===== config.mk =====
export PLATFORM = sky130hd
export DESIGN_NAME = bdc_top
export DESIGN_NICKNAME = d
export VERILOG_FILES = /design/src/bdc_pkg.sv /design/src/bdc_top.sv /design/src/bdc_fifo.sv /design/src/bdc_cell.sv
export VERILOG_INCLUDE_DIRS = /design/src
export SDC_FILE = /design/constraint.sdc
export NUM_CORES = 2
export LEC_CHECK = 0
export BUFFER_PORTS_ARGS = -buffer_cell sky130_fd_sc_hd__buf_2
export CORE_MARGIN = 4
export CORE_UTILIZATION = 50
export DETAILED_ROUTE_END_ITERATION = 10
export PLACE_DENSITY = 0.71
export SLEW_MARGIN = 20
export SYNTH_ARGS = -nofsm -noshare
export SYNTH_HDL_FRONTEND = slang
export SYNTH_SLANG_ARGS = --single-unit

===== constraint.sdc =====
create_clock -name mclk -period 3.3 [get_ports mclk]
set_input_delay 0.33 -clock mclk [delete_from_list [all_inputs] [get_ports mclk]]
set_output_delay 0.33 -clock mclk [all_outputs]
set_load 0.1 [all_outputs]

===== src/bdc_defs.svh =====
// constants for the bridge double check and cycle timing block
// Overview of operation
// - an input updates only after equal values in two consecutive cycles
// - input latency through the check is one to two cycle times
// - one cycle is one complete I/O update of bridge and slaves
// - 64 points last 2.4ms, 128 points last 3.6ms per cycle
// - 256 points last 6.0ms, 512 points last 10.7ms per cycle
// - bridge processing adds 1.5ms in each direction; the code delays only the input area by it
// - line transmission budgeted as two cycle times per direction; BDC_LINE_CYCLES is not used by the code
// - parameter exchange runs on its own schedule, apart from I/O
// - auto parameter refresh every connected ids times cycle times 3
// - parameter read completes within target ids times cycle times 27
// - parameter write completes within target ids times cycle times 39
// - word slaves off word-range alignment are not validated correctly
// - new check setting applies only after save and then reset; reset clears the saved setting, so words_active stays 0
// - bit and 16-bit word granularity, words over leading range
`ifndef BDC_DEFS_SVH
`define BDC_DEFS_SVH
`define BDC_CLK_NS 4
`define BDC_CYC64_US 2400
`define BDC_CYC128_US 3600
`define BDC_CYC256_US 6000
`define BDC_CYC512_US 10700
`define BDC_BRIDGE_US 1500
`define BDC_LINE_CYCLES 2
`define BDC_AUTO_MULT 3
`define BDC_READ_MULT 27
`define BDC_WRITE_MULT 39
`define BDC_WORD_BITS 16
`define BDC_US2CYC(us) (((us) * 1000) / `BDC_CLK_NS)
`endif


===== src/bdc_pkg.sv =====
// types for the bridge double check block
package bdc_pkg;
    typedef enum logic [1:0] {
        BDC_PTS64 = 2'b00,
        BDC_PTS128 = 2'b01,
        BDC_PTS256 = 2'b10,
        BDC_PTS512 = 2'b11
    } bdc_pts_t;
    typedef enum logic [1:0] {
        BDC_PIDLE = 2'b00,
        BDC_PAUTO = 2'b01,
        BDC_PREAD = 2'b10,
        BDC_PWRITE = 2'b11
    } bdc_pst_t;
endpackage : bdc_pkg


===== src/bdc_top.sv =====
// cyclic exchange, double check and parameter pacing of the bridge
`timescale 1ns/100ps
`include "bdc_defs.svh"
module bdc_top #(
    parameter int NIN = 256,
    parameter int FIFO_DEPTH = 16,
    parameter int CYC64 = `BDC_US2CYC(`BDC_CYC64_US),
    parameter int CYC128 = `BDC_US2CYC(`BDC_CYC128_US),
    parameter int CYC256 = `BDC_US2CYC(`BDC_CYC256_US),
    parameter int CYC512 = `BDC_US2CYC(`BDC_CYC512_US),
    parameter int BRIDGE_CYC = `BDC_US2CYC(`BDC_BRIDGE_US)
) (
    input wire logic mclk,
    input wire logic nrst,
    input wire bdc_pkg::bdc_pts_t cfg_points,
    input wire logic [4:0] cfg_words_wr,
    input wire logic cfg_save,
    input wire logic [NIN-1:0] rx_data,
    input wire logic rx_done,
    output logic cycle_start,
    output logic [NIN-1:0] in_area,
    output logic [15:0] out_word,
    output logic out_word_valid,
    input wire logic out_word_ready,
    input wire logic [15:0] host_word,
    input wire logic host_word_valid,
    output logic host_word_ready,
    input wire logic [7:0] conn_ids,
    input wire logic [7:0] tgt_ids,
    input wire logic prm_rd_req,
    input wire logic prm_wr_req,
    output logic prm_busy,
    output logic prm_done,
    output logic prm_auto_tick,
    output logic [4:0] words_active
);
    localparam int NWORD = NIN / `BDC_WORD_BITS;
    localparam int WW = `BDC_WORD_BITS;

    typedef struct packed {
        logic [31:0] cyc_cnt;
        logic [31:0] cyc_len;
        logic cyc_pulse;
        logic [4:0] words_saved;
        logic [4:0] words_used;
        logic applied;
        bdc_pkg::bdc_pst_t pst;
        logic [15:0] pcnt;
        logic [15:0] plim;
        logic [15:0] acnt;
        logic prm_done;
        logic prm_auto;
        logic [NIN-1:0] area;
        logic [31:0] bcnt;
        logic bpend;
        logic [15:0] oword;
        logic ovalid;
    } bdc_st_t;
    bdc_st_t s_r, s_nxt;

    logic sample;
    logic [NIN-1:0] bit_val, word_val;
    logic [15:0] f_data;
    logic f_valid, f_ready;

    initial begin
        if (NIN < WW || NIN % WW != 0 || NWORD > 16)
            $error("input width must be 16 to 256, multiple of 16");
    end

    // a cycle pulse takes a sample only if the slaves report a full sweep
    assign sample = s_r.cyc_pulse && rx_done;

    // every bit gets a bit cell and every word a word cell
    genvar gi;
    generate
        for (gi = 0; gi < NIN; gi++) begin : g_bit
            bdc_cell #(.WIDTH(1)) u_bit (
                .mclk(mclk),
                .nrst(nrst),
                .sample(sample),
                .rx_val(rx_data[gi]),
                .valid_val(bit_val[gi])
            );
        end
        for (gi = 0; gi < NWORD; gi++) begin : g_word
            bdc_cell #(.WIDTH(WW)) u_word (
                .mclk(mclk),
                .nrst(nrst),
                .sample(sample),
                .rx_val(rx_data[gi*WW +: WW]),
                .valid_val(word_val[gi*WW +: WW])
            );
        end
    endgenerate

    // outputs to the line pass a 16-word buffer; a stalled line stalls host
    bdc_fifo #(.WIDTH(16), .DEPTH(FIFO_DEPTH)) u_fifo (
        .mclk(mclk),
        .nrst(nrst),
        .in_data(host_word),
        .in_valid(host_word_valid),
        .in_ready(host_word_ready),
        .out_data(f_data),
        .out_valid(f_valid),
        .out_ready(f_ready)
    );
    assign f_ready = !s_r.ovalid || out_word_ready;

    always_comb begin
        s_nxt = s_r;
        s_nxt.cyc_pulse = 1'b0;
        s_nxt.prm_done = 1'b0;
        s_nxt.prm_auto = 1'b0;
        // cycle length follows point count
        case (cfg_points)
            bdc_pkg::BDC_PTS64: s_nxt.cyc_len = CYC64;
            bdc_pkg::BDC_PTS128: s_nxt.cyc_len = CYC128;
            bdc_pkg::BDC_PTS256: s_nxt.cyc_len = CYC256;
            bdc_pkg::BDC_PTS512: s_nxt.cyc_len = CYC512;
            default: s_nxt.cyc_len = CYC64;
        endcase
        if (s_r.cyc_cnt + 32'h1 >= s_r.cyc_len) begin
            s_nxt.cyc_cnt = '0;
            s_nxt.cyc_pulse = 1'b1;
        end else begin
            s_nxt.cyc_cnt = s_r.cyc_cnt + 32'h1;
        end
        // setting is saved now, but reset clears it, so words_used takes 0 once after reset release
        if (cfg_save)
            s_nxt.words_saved = cfg_words_wr;
        if (!s_r.applied) begin
            s_nxt.words_used = s_r.words_saved;
            s_nxt.applied = 1'b1;
        end
        // leading words use the word check, the rest per bit
        if (sample) begin
            s_nxt.bpend = 1'b1;
            s_nxt.bcnt = '0;
        end else if (s_r.bpend) begin
            if (s_r.bcnt + 32'h1 >= BRIDGE_CYC) begin
                s_nxt.bpend = 1'b0;
                for (int w = 0; w < NWORD; w++) begin
                    if (w < s_r.words_used)
                        s_nxt.area[w*WW +: WW] = word_val[w*WW +: WW];
                    else
                        s_nxt.area[w*WW +: WW] = bit_val[w*WW +: WW];
                end
            end else begin
                s_nxt.bcnt = s_r.bcnt + 32'h1;
            end
        end
        // output words leave one per clock whenever the line takes them
        if (f_ready && f_valid) begin
            s_nxt.oword = f_data;
            s_nxt.ovalid = 1'b1;
        end else if (out_word_ready) begin
            s_nxt.ovalid = 1'b0;
        end
        // parameter pacing counted in cycles, apart from I/O
        if (s_r.cyc_pulse) begin
            if (s_r.acnt + 16'h1 >= 16'(conn_ids) * 16'(`BDC_AUTO_MULT)) begin
                s_nxt.acnt = '0;
                s_nxt.prm_auto = (conn_ids != 8'h00);
            end else begin
                s_nxt.acnt = s_r.acnt + 16'h1;
            end
        end
        case (s_r.pst)
            bdc_pkg::BDC_PIDLE: begin
                s_nxt.pcnt = '0;
                if (prm_rd_req) begin
                    s_nxt.pst = bdc_pkg::BDC_PREAD;
                    s_nxt.plim = 16'(tgt_ids) * 16'(`BDC_READ_MULT);
                end else if (prm_wr_req) begin
                    s_nxt.pst = bdc_pkg::BDC_PWRITE;
                    s_nxt.plim = 16'(tgt_ids) * 16'(`BDC_WRITE_MULT);
                end
            end
            bdc_pkg::BDC_PREAD, bdc_pkg::BDC_PWRITE: begin
                if (s_r.cyc_pulse)
                    s_nxt.pcnt = s_r.pcnt + 16'h1;
                if (s_r.pcnt >= s_r.plim) begin
                    s_nxt.pst = bdc_pkg::BDC_PIDLE;
                    s_nxt.prm_done = 1'b1;
                end
            end
            default: s_nxt.pst = bdc_pkg::BDC_PIDLE;
        endcase
    end

    // one register stage holds all state
    always_ff @(posedge mclk or negedge nrst) begin
        if (!nrst) begin
            s_r <= '0;
        end else begin
            s_r <= s_nxt;
        end
    end

    assign cycle_start = s_r.cyc_pulse;
    assign in_area = s_r.area;
    assign out_word = s_r.oword;
    assign out_word_valid = s_r.ovalid;
    assign prm_busy = (s_r.pst != bdc_pkg::BDC_PIDLE);
    assign prm_done = s_r.prm_done;
    assign prm_auto_tick = s_r.prm_auto;
    assign words_active = s_r.words_used;
endmodule : bdc_top


===== src/bdc_fifo.sv =====
// flip-flop fifo with valid and ready on both sides
`timescale 1ns/100ps
module bdc_fifo #(
    parameter int WIDTH = 16,
    parameter int DEPTH = 16
) (
    input wire logic mclk,
    input wire logic nrst,
    input wire logic [WIDTH-1:0] in_data,
    input wire logic in_valid,
    output logic in_ready,
    output logic [WIDTH-1:0] out_data,
    output logic out_valid,
    input wire logic out_ready
);
    localparam int AW = $clog2(DEPTH);
    typedef struct packed {
        logic [DEPTH-1:0][WIDTH-1:0] mem;
        logic [AW-1:0] wp;
        logic [AW-1:0] rp;
        logic [AW:0] cnt;
    } bdc_fifo_st_t;
    bdc_fifo_st_t s_r, s_nxt;
    logic wr, rd;

    initial begin
        if (DEPTH < 2 || (1 << AW) != DEPTH)
            $error("fifo depth must be a power of two");
    end

    // full and empty come straight from the count
    always_comb begin
        s_nxt = s_r;
        in_ready = (s_r.cnt != DEPTH[AW:0]);
        out_valid = (s_r.cnt != '0);
        out_data = s_r.mem[s_r.rp];
        wr = in_valid && in_ready;
        rd = out_valid && out_ready;
        if (wr) begin
            s_nxt.mem[s_r.wp] = in_data;
            s_nxt.wp = s_r.wp + 1'b1;
        end
        if (rd) begin
            s_nxt.rp = s_r.rp + 1'b1;
        end
        if (wr && !rd) begin
            s_nxt.cnt = s_r.cnt + 1'b1;
        end else if (rd && !wr) begin
            s_nxt.cnt = s_r.cnt - 1'b1;
        end
    end

    always_ff @(posedge mclk or negedge nrst) begin
        if (!nrst) begin
            s_r <= '0;
        end else begin
            s_r <= s_nxt;
        end
    end
endmodule : bdc_fifo


===== src/bdc_cell.sv =====
// one double check cell: a bit or a 16-bit word
`timescale 1ns/100ps
module bdc_cell #(
    parameter int WIDTH = 16
) (
    input wire logic mclk,
    input wire logic nrst,
    input wire logic sample,
    input wire logic [WIDTH-1:0] rx_val,
    output logic [WIDTH-1:0] valid_val
);
    typedef struct packed {
        logic [WIDTH-1:0] prev;
        logic [WIDTH-1:0] held;
        logic seen;
    } bdc_cell_st_t;
    bdc_cell_st_t s_r, s_nxt;

    initial begin
        if (WIDTH < 1)
            $error("cell width must be at least one");
    end

    // accept only on two equal successive receptions
    always_comb begin
        s_nxt = s_r;
        if (sample) begin
            if (s_r.seen && rx_val == s_r.prev)
                s_nxt.held = rx_val;
            s_nxt.prev = rx_val;
            s_nxt.seen = 1'b1;
        end
    end

    always_ff @(posedge mclk or negedge nrst) begin
        if (!nrst) begin
            s_r <= '0;
        end else begin
            s_r <= s_nxt;
        end
    end

    assign valid_val = s_r.held;
endmodule : bdc_cell


==> flow_summary_export.csv <==
group,metric,value,unit
cts,clk_pin_slew_worst_paths,0.06,ns
synthesis,ys_types,66,
hold_path,hold_path_class,"input pin to flip-flop",
place,placedInstanceArea,74700,sq um
synthesis,syn_area,69600,sq um
route,vias,48239,
power,p_leak,39.8,nW
floorplanning,dieArea,145000,sq um
global_routing,grt_antenna_before_repair,33,
sta,hold_viol,0,
outcome,violations,"setup timing",
layout,register_area,36300,sq um
critical_path,critPathMaxStageDelay,0.56,ns
critical_path,cp_max_fo,7,
power,max-vdd-ir-drop,0.726,mV
sta,whs,0.0778,ns
sta,post-route-period-util,1.04,
floorplanning,start_util,0.505,
synthesis,synthCells,5979,
outcome,status,"finished, violations left",
sta,rsz0062_at_grt,"true",
route,wire_per_inst,20.6,um
cts,cts_max_path_buffers,3,
global_routing,met3_usage,0.0452,
route,via_per_inst,5.54,
place,finalWeightedCongestion,0.860,
floorplanning,core_area,138000,sq um
route,wirelength,179,mm
power,p_per_area,616,nW/um^2
layout,final_nets,7198,
critical_path,required,3.93,ns
global_routing,met2_usage,0.397,
critical_path,r2r-end,"s_r[23]",
critical_path,crit_top_cell,"or4_4",
global_routing,gr-usage-all-layers,0.243,
cts,htreeDepth,4,
synthesis,seq_area_frac_synth,0.521,
place,post-dp-hpwl,122,mm
cts,cts-root-buf,"clkbuf_16",
route,ant_nets,0,
global_routing,grt_use_met1,0.329,
cts,clk_latency,0.80,ns
critical_path,r2r_start,"s_r[30]",
cts,clock_sinks,1450,
critical_path,rrSetupSlack,-0.14,ns
layout,drive_gt1_frac,0.336,
global_routing,first_global_vias,49871,
critical_path,cpMaxStageDelayCell,"or4_4",
floorplanning,pin_count,586,
sta,finalWorstSetupSlack,-0.141,ns
sta,tightest_slew,1.09,ns
cts,cts_tree,"yes",
sta,finalSetupViolCount,178,
critical_path,cp-start-kind,"flip-flop",
synthesis,ys_warn_count,0,
hold_path,min_to,"s_r[325]",
synthesis,synth_seq_cells,1450,
global_routing,grt_max_degree,222,
layout,multi_input_area,29200,sq um
critical_path,worstPathArrival,4.07,ns
cts,numCtsBuffers,155,
layout,postLayoutCellArea,83100,sq um
critical_path,crit_path_cell_trace,"nand3_2 -> or4_4 -> or3_4 -> or4b_1 -> a21o_1 -> or4_4 -> buf_12 -> or4_4 -> mux2i_1",
place,portBuffers,585,
job,maxCapViolations,0,
global_routing,overflow,0,
synthesis,async_flop_share,1.00,
sta,fmax,0.291,GHz
route,drc_errors,0,
floorplanning,die_h,381,um
global_routing,grt_busiest_layer,"met2",
route,dr.pass1.iters,6,
critical_path,path_class,"flip-flop to flip-flop",
critical_path,rr_worst_depth,9,
sta,max_slew_margin,0.270,
floorplanning,die_width,381,um
floorplanning,rows,136,
synthesis,synth-main-ff-cell,"dfrtp_1",
place,pre_cts_ws,-0.392,ns
synthesis,synth_edf_count,0,
global_routing,grt_pass1_wl,284,mm
synthesis,syn_avg_cell_area,11.6,sq um
sta,fin_crit,3.44,ns
hold_path,min_from,"tgt_ids[0]",
sta,clock-skew-final,0.0589,ns
critical_path,end_kind,"flip-flop",
sta,drv_slew,0,
hold_path,hold_path_depth,4,
route,drt-initial-drc-count,2988,
layout,fillerInstances,10702,
layout,syn_to_final_growth,19.4,%
cell usage in the layout, fill, tap and decap left out, types with 28 or more instances in the layout:
cell,Yosys,final
diode_2,0,31
nor4_1,60,41
mux4_2,80,80
ha_1,120,119
buf_12,0,55
nor3_1,41,36
dfrtp_1,1450,1447
a21oi_1,292,288
inv_1,366,366
buf_4,277,214
o21ai_0,823,819
nand4_1,47,47
nand3_1,73,70
nand2b_1,28,28
nand2_1,346,344
clkbuf_1,224,57
mux2_2,1055,1055
xnor2_1,105,105
nor2_1,51,48
xor2_1,215,215
dlygate4sd3_1,0,291
nor2b_1,36,35
clkbuf_16,0,163
buf_2,25,584
cells by family after synthesis:
kind of cell	share of synthesized area
mux	0.200
xor+xnor	0.0403
other cells	0.000108
fa+ha+maj	0.0279
flops	0.521
buf+inv	0.0652
simple gates	0.0539
compound gates	0.0916
how the worst max path moves through the flow:
stage | startpoint | slack, ns | to | cells past startpoint
after global placement | tgt_ids[5] | -0.30 | s_r[336] | 15
after CTS | s_r[30] | -0.12 | s_r[23] | 9
final | s_r[30] | -0.14 | s_r[23] | 9
after global routing | s_r[30] | -0.23 | in_area[117] | 12
after detailed placement | tgt_ids[1] | -0.39 | s_r[335] | 14
after floorplan | s_r[20] | -0.03 | s_r[28] | 10
area by class of cell:
type	instances	area share
Clock inverter	41	0.00644
Multi-Input combinational cell	3617	0.351
Tap cell	1794	0.0270
Inverter	367	0.0166
Sequential cell	1450	0.437
Timing Repair Buffer	1162	0.107
Antenna cell	31	0.000934
Clock buffer	238	0.0538
layer usage:
| layer | part of all wire | vias up | wire, um |
|---|---|---|---|
| met2 | 0.48 | 1278 | 86200 |
| met1 | 0.43 | 24469 | 77700 |
| met5 | 0.00027 | - | 48 |
| met3 | 0.053 | 351 | 9520 |
| met4 | 0.033 | 8 | 5970 |
| li1 | - | 22133 | - |
worst max-delay path: cells and delay by family, from the launching register on:
kind                   cells  cell delay, ns
DFF                        1            0.36
buffers and inverters      1            0.17
AOI/OAI and AO/OA          1            0.20
and+or+nand+nor            6            2.41
muxes                      1            0.14
report_power, final:
group / leakage, nW / switching (mW) / internal [mW]
Clock: 2.44 / 7.34 / 9.75
Sequential: 18.4 / 1.94 / 20.5
Combinational: 18.9 / 5.77 / 5.86
Total: 39.8 / 15.1 / 36.2
metrics by stage:
step	instances	total power, mW	util	TNS [ns]
global placement	8085	33.5	0.542	-5.79
global route	8694	53.8	0.603	-43.30
detailed placement	8085	34.0	0.542	-11.95
finish	8700	51.2	0.603	-7.00
CTS	8659	51.6	0.600	-2.68
floorplan	5988	30.3	-	-0.150
sequential cells by signal, indices dropped and copies added, names as in the netlist:
signal and flops:
out_word 16, g_word.u_word.s_r 242, words_active 5, g_bit.u_bit.valid_val 256
in_area 256, prm_done 1, u_fifo.s_r 269, out_word_valid 1
g_word.u_word.valid_val 256, cycle_start 1, g_bit.u_bit.s_r 15, prm_auto_tick 1
s_r 131
what timing repair did:
item | in CTS | in global routing
hold buffers | 291 | 0
setup buffers | 3 | 4
setup endpoints to repair | 168 | 314
pin swaps | 2 | 3
resized for setup | 18 | 22
endpoints found under the hold margin | 1115 | 0
gates cloned | 1 | 6
Yosys cell counts (47+ instances only):
cell      number  area share
nand2_1      346       0.019
nand3_1       73      0.0052
xnor2_1      105       0.013
nand4_1       47      0.0042
nor2_1        51      0.0028
nor4_1        60      0.0054
a21oi_1      292       0.021
dfrtp_1     1450        0.52
inv_1        366       0.020
clkbuf_1     224       0.012
mux4_2        80       0.026
buf_4        277       0.030
xor2_1       215       0.027
mux2_2      1055        0.17
o21ai_0      823       0.059
ha_1         120       0.022
Note: power is estimated with default switching activity, not from simulation.
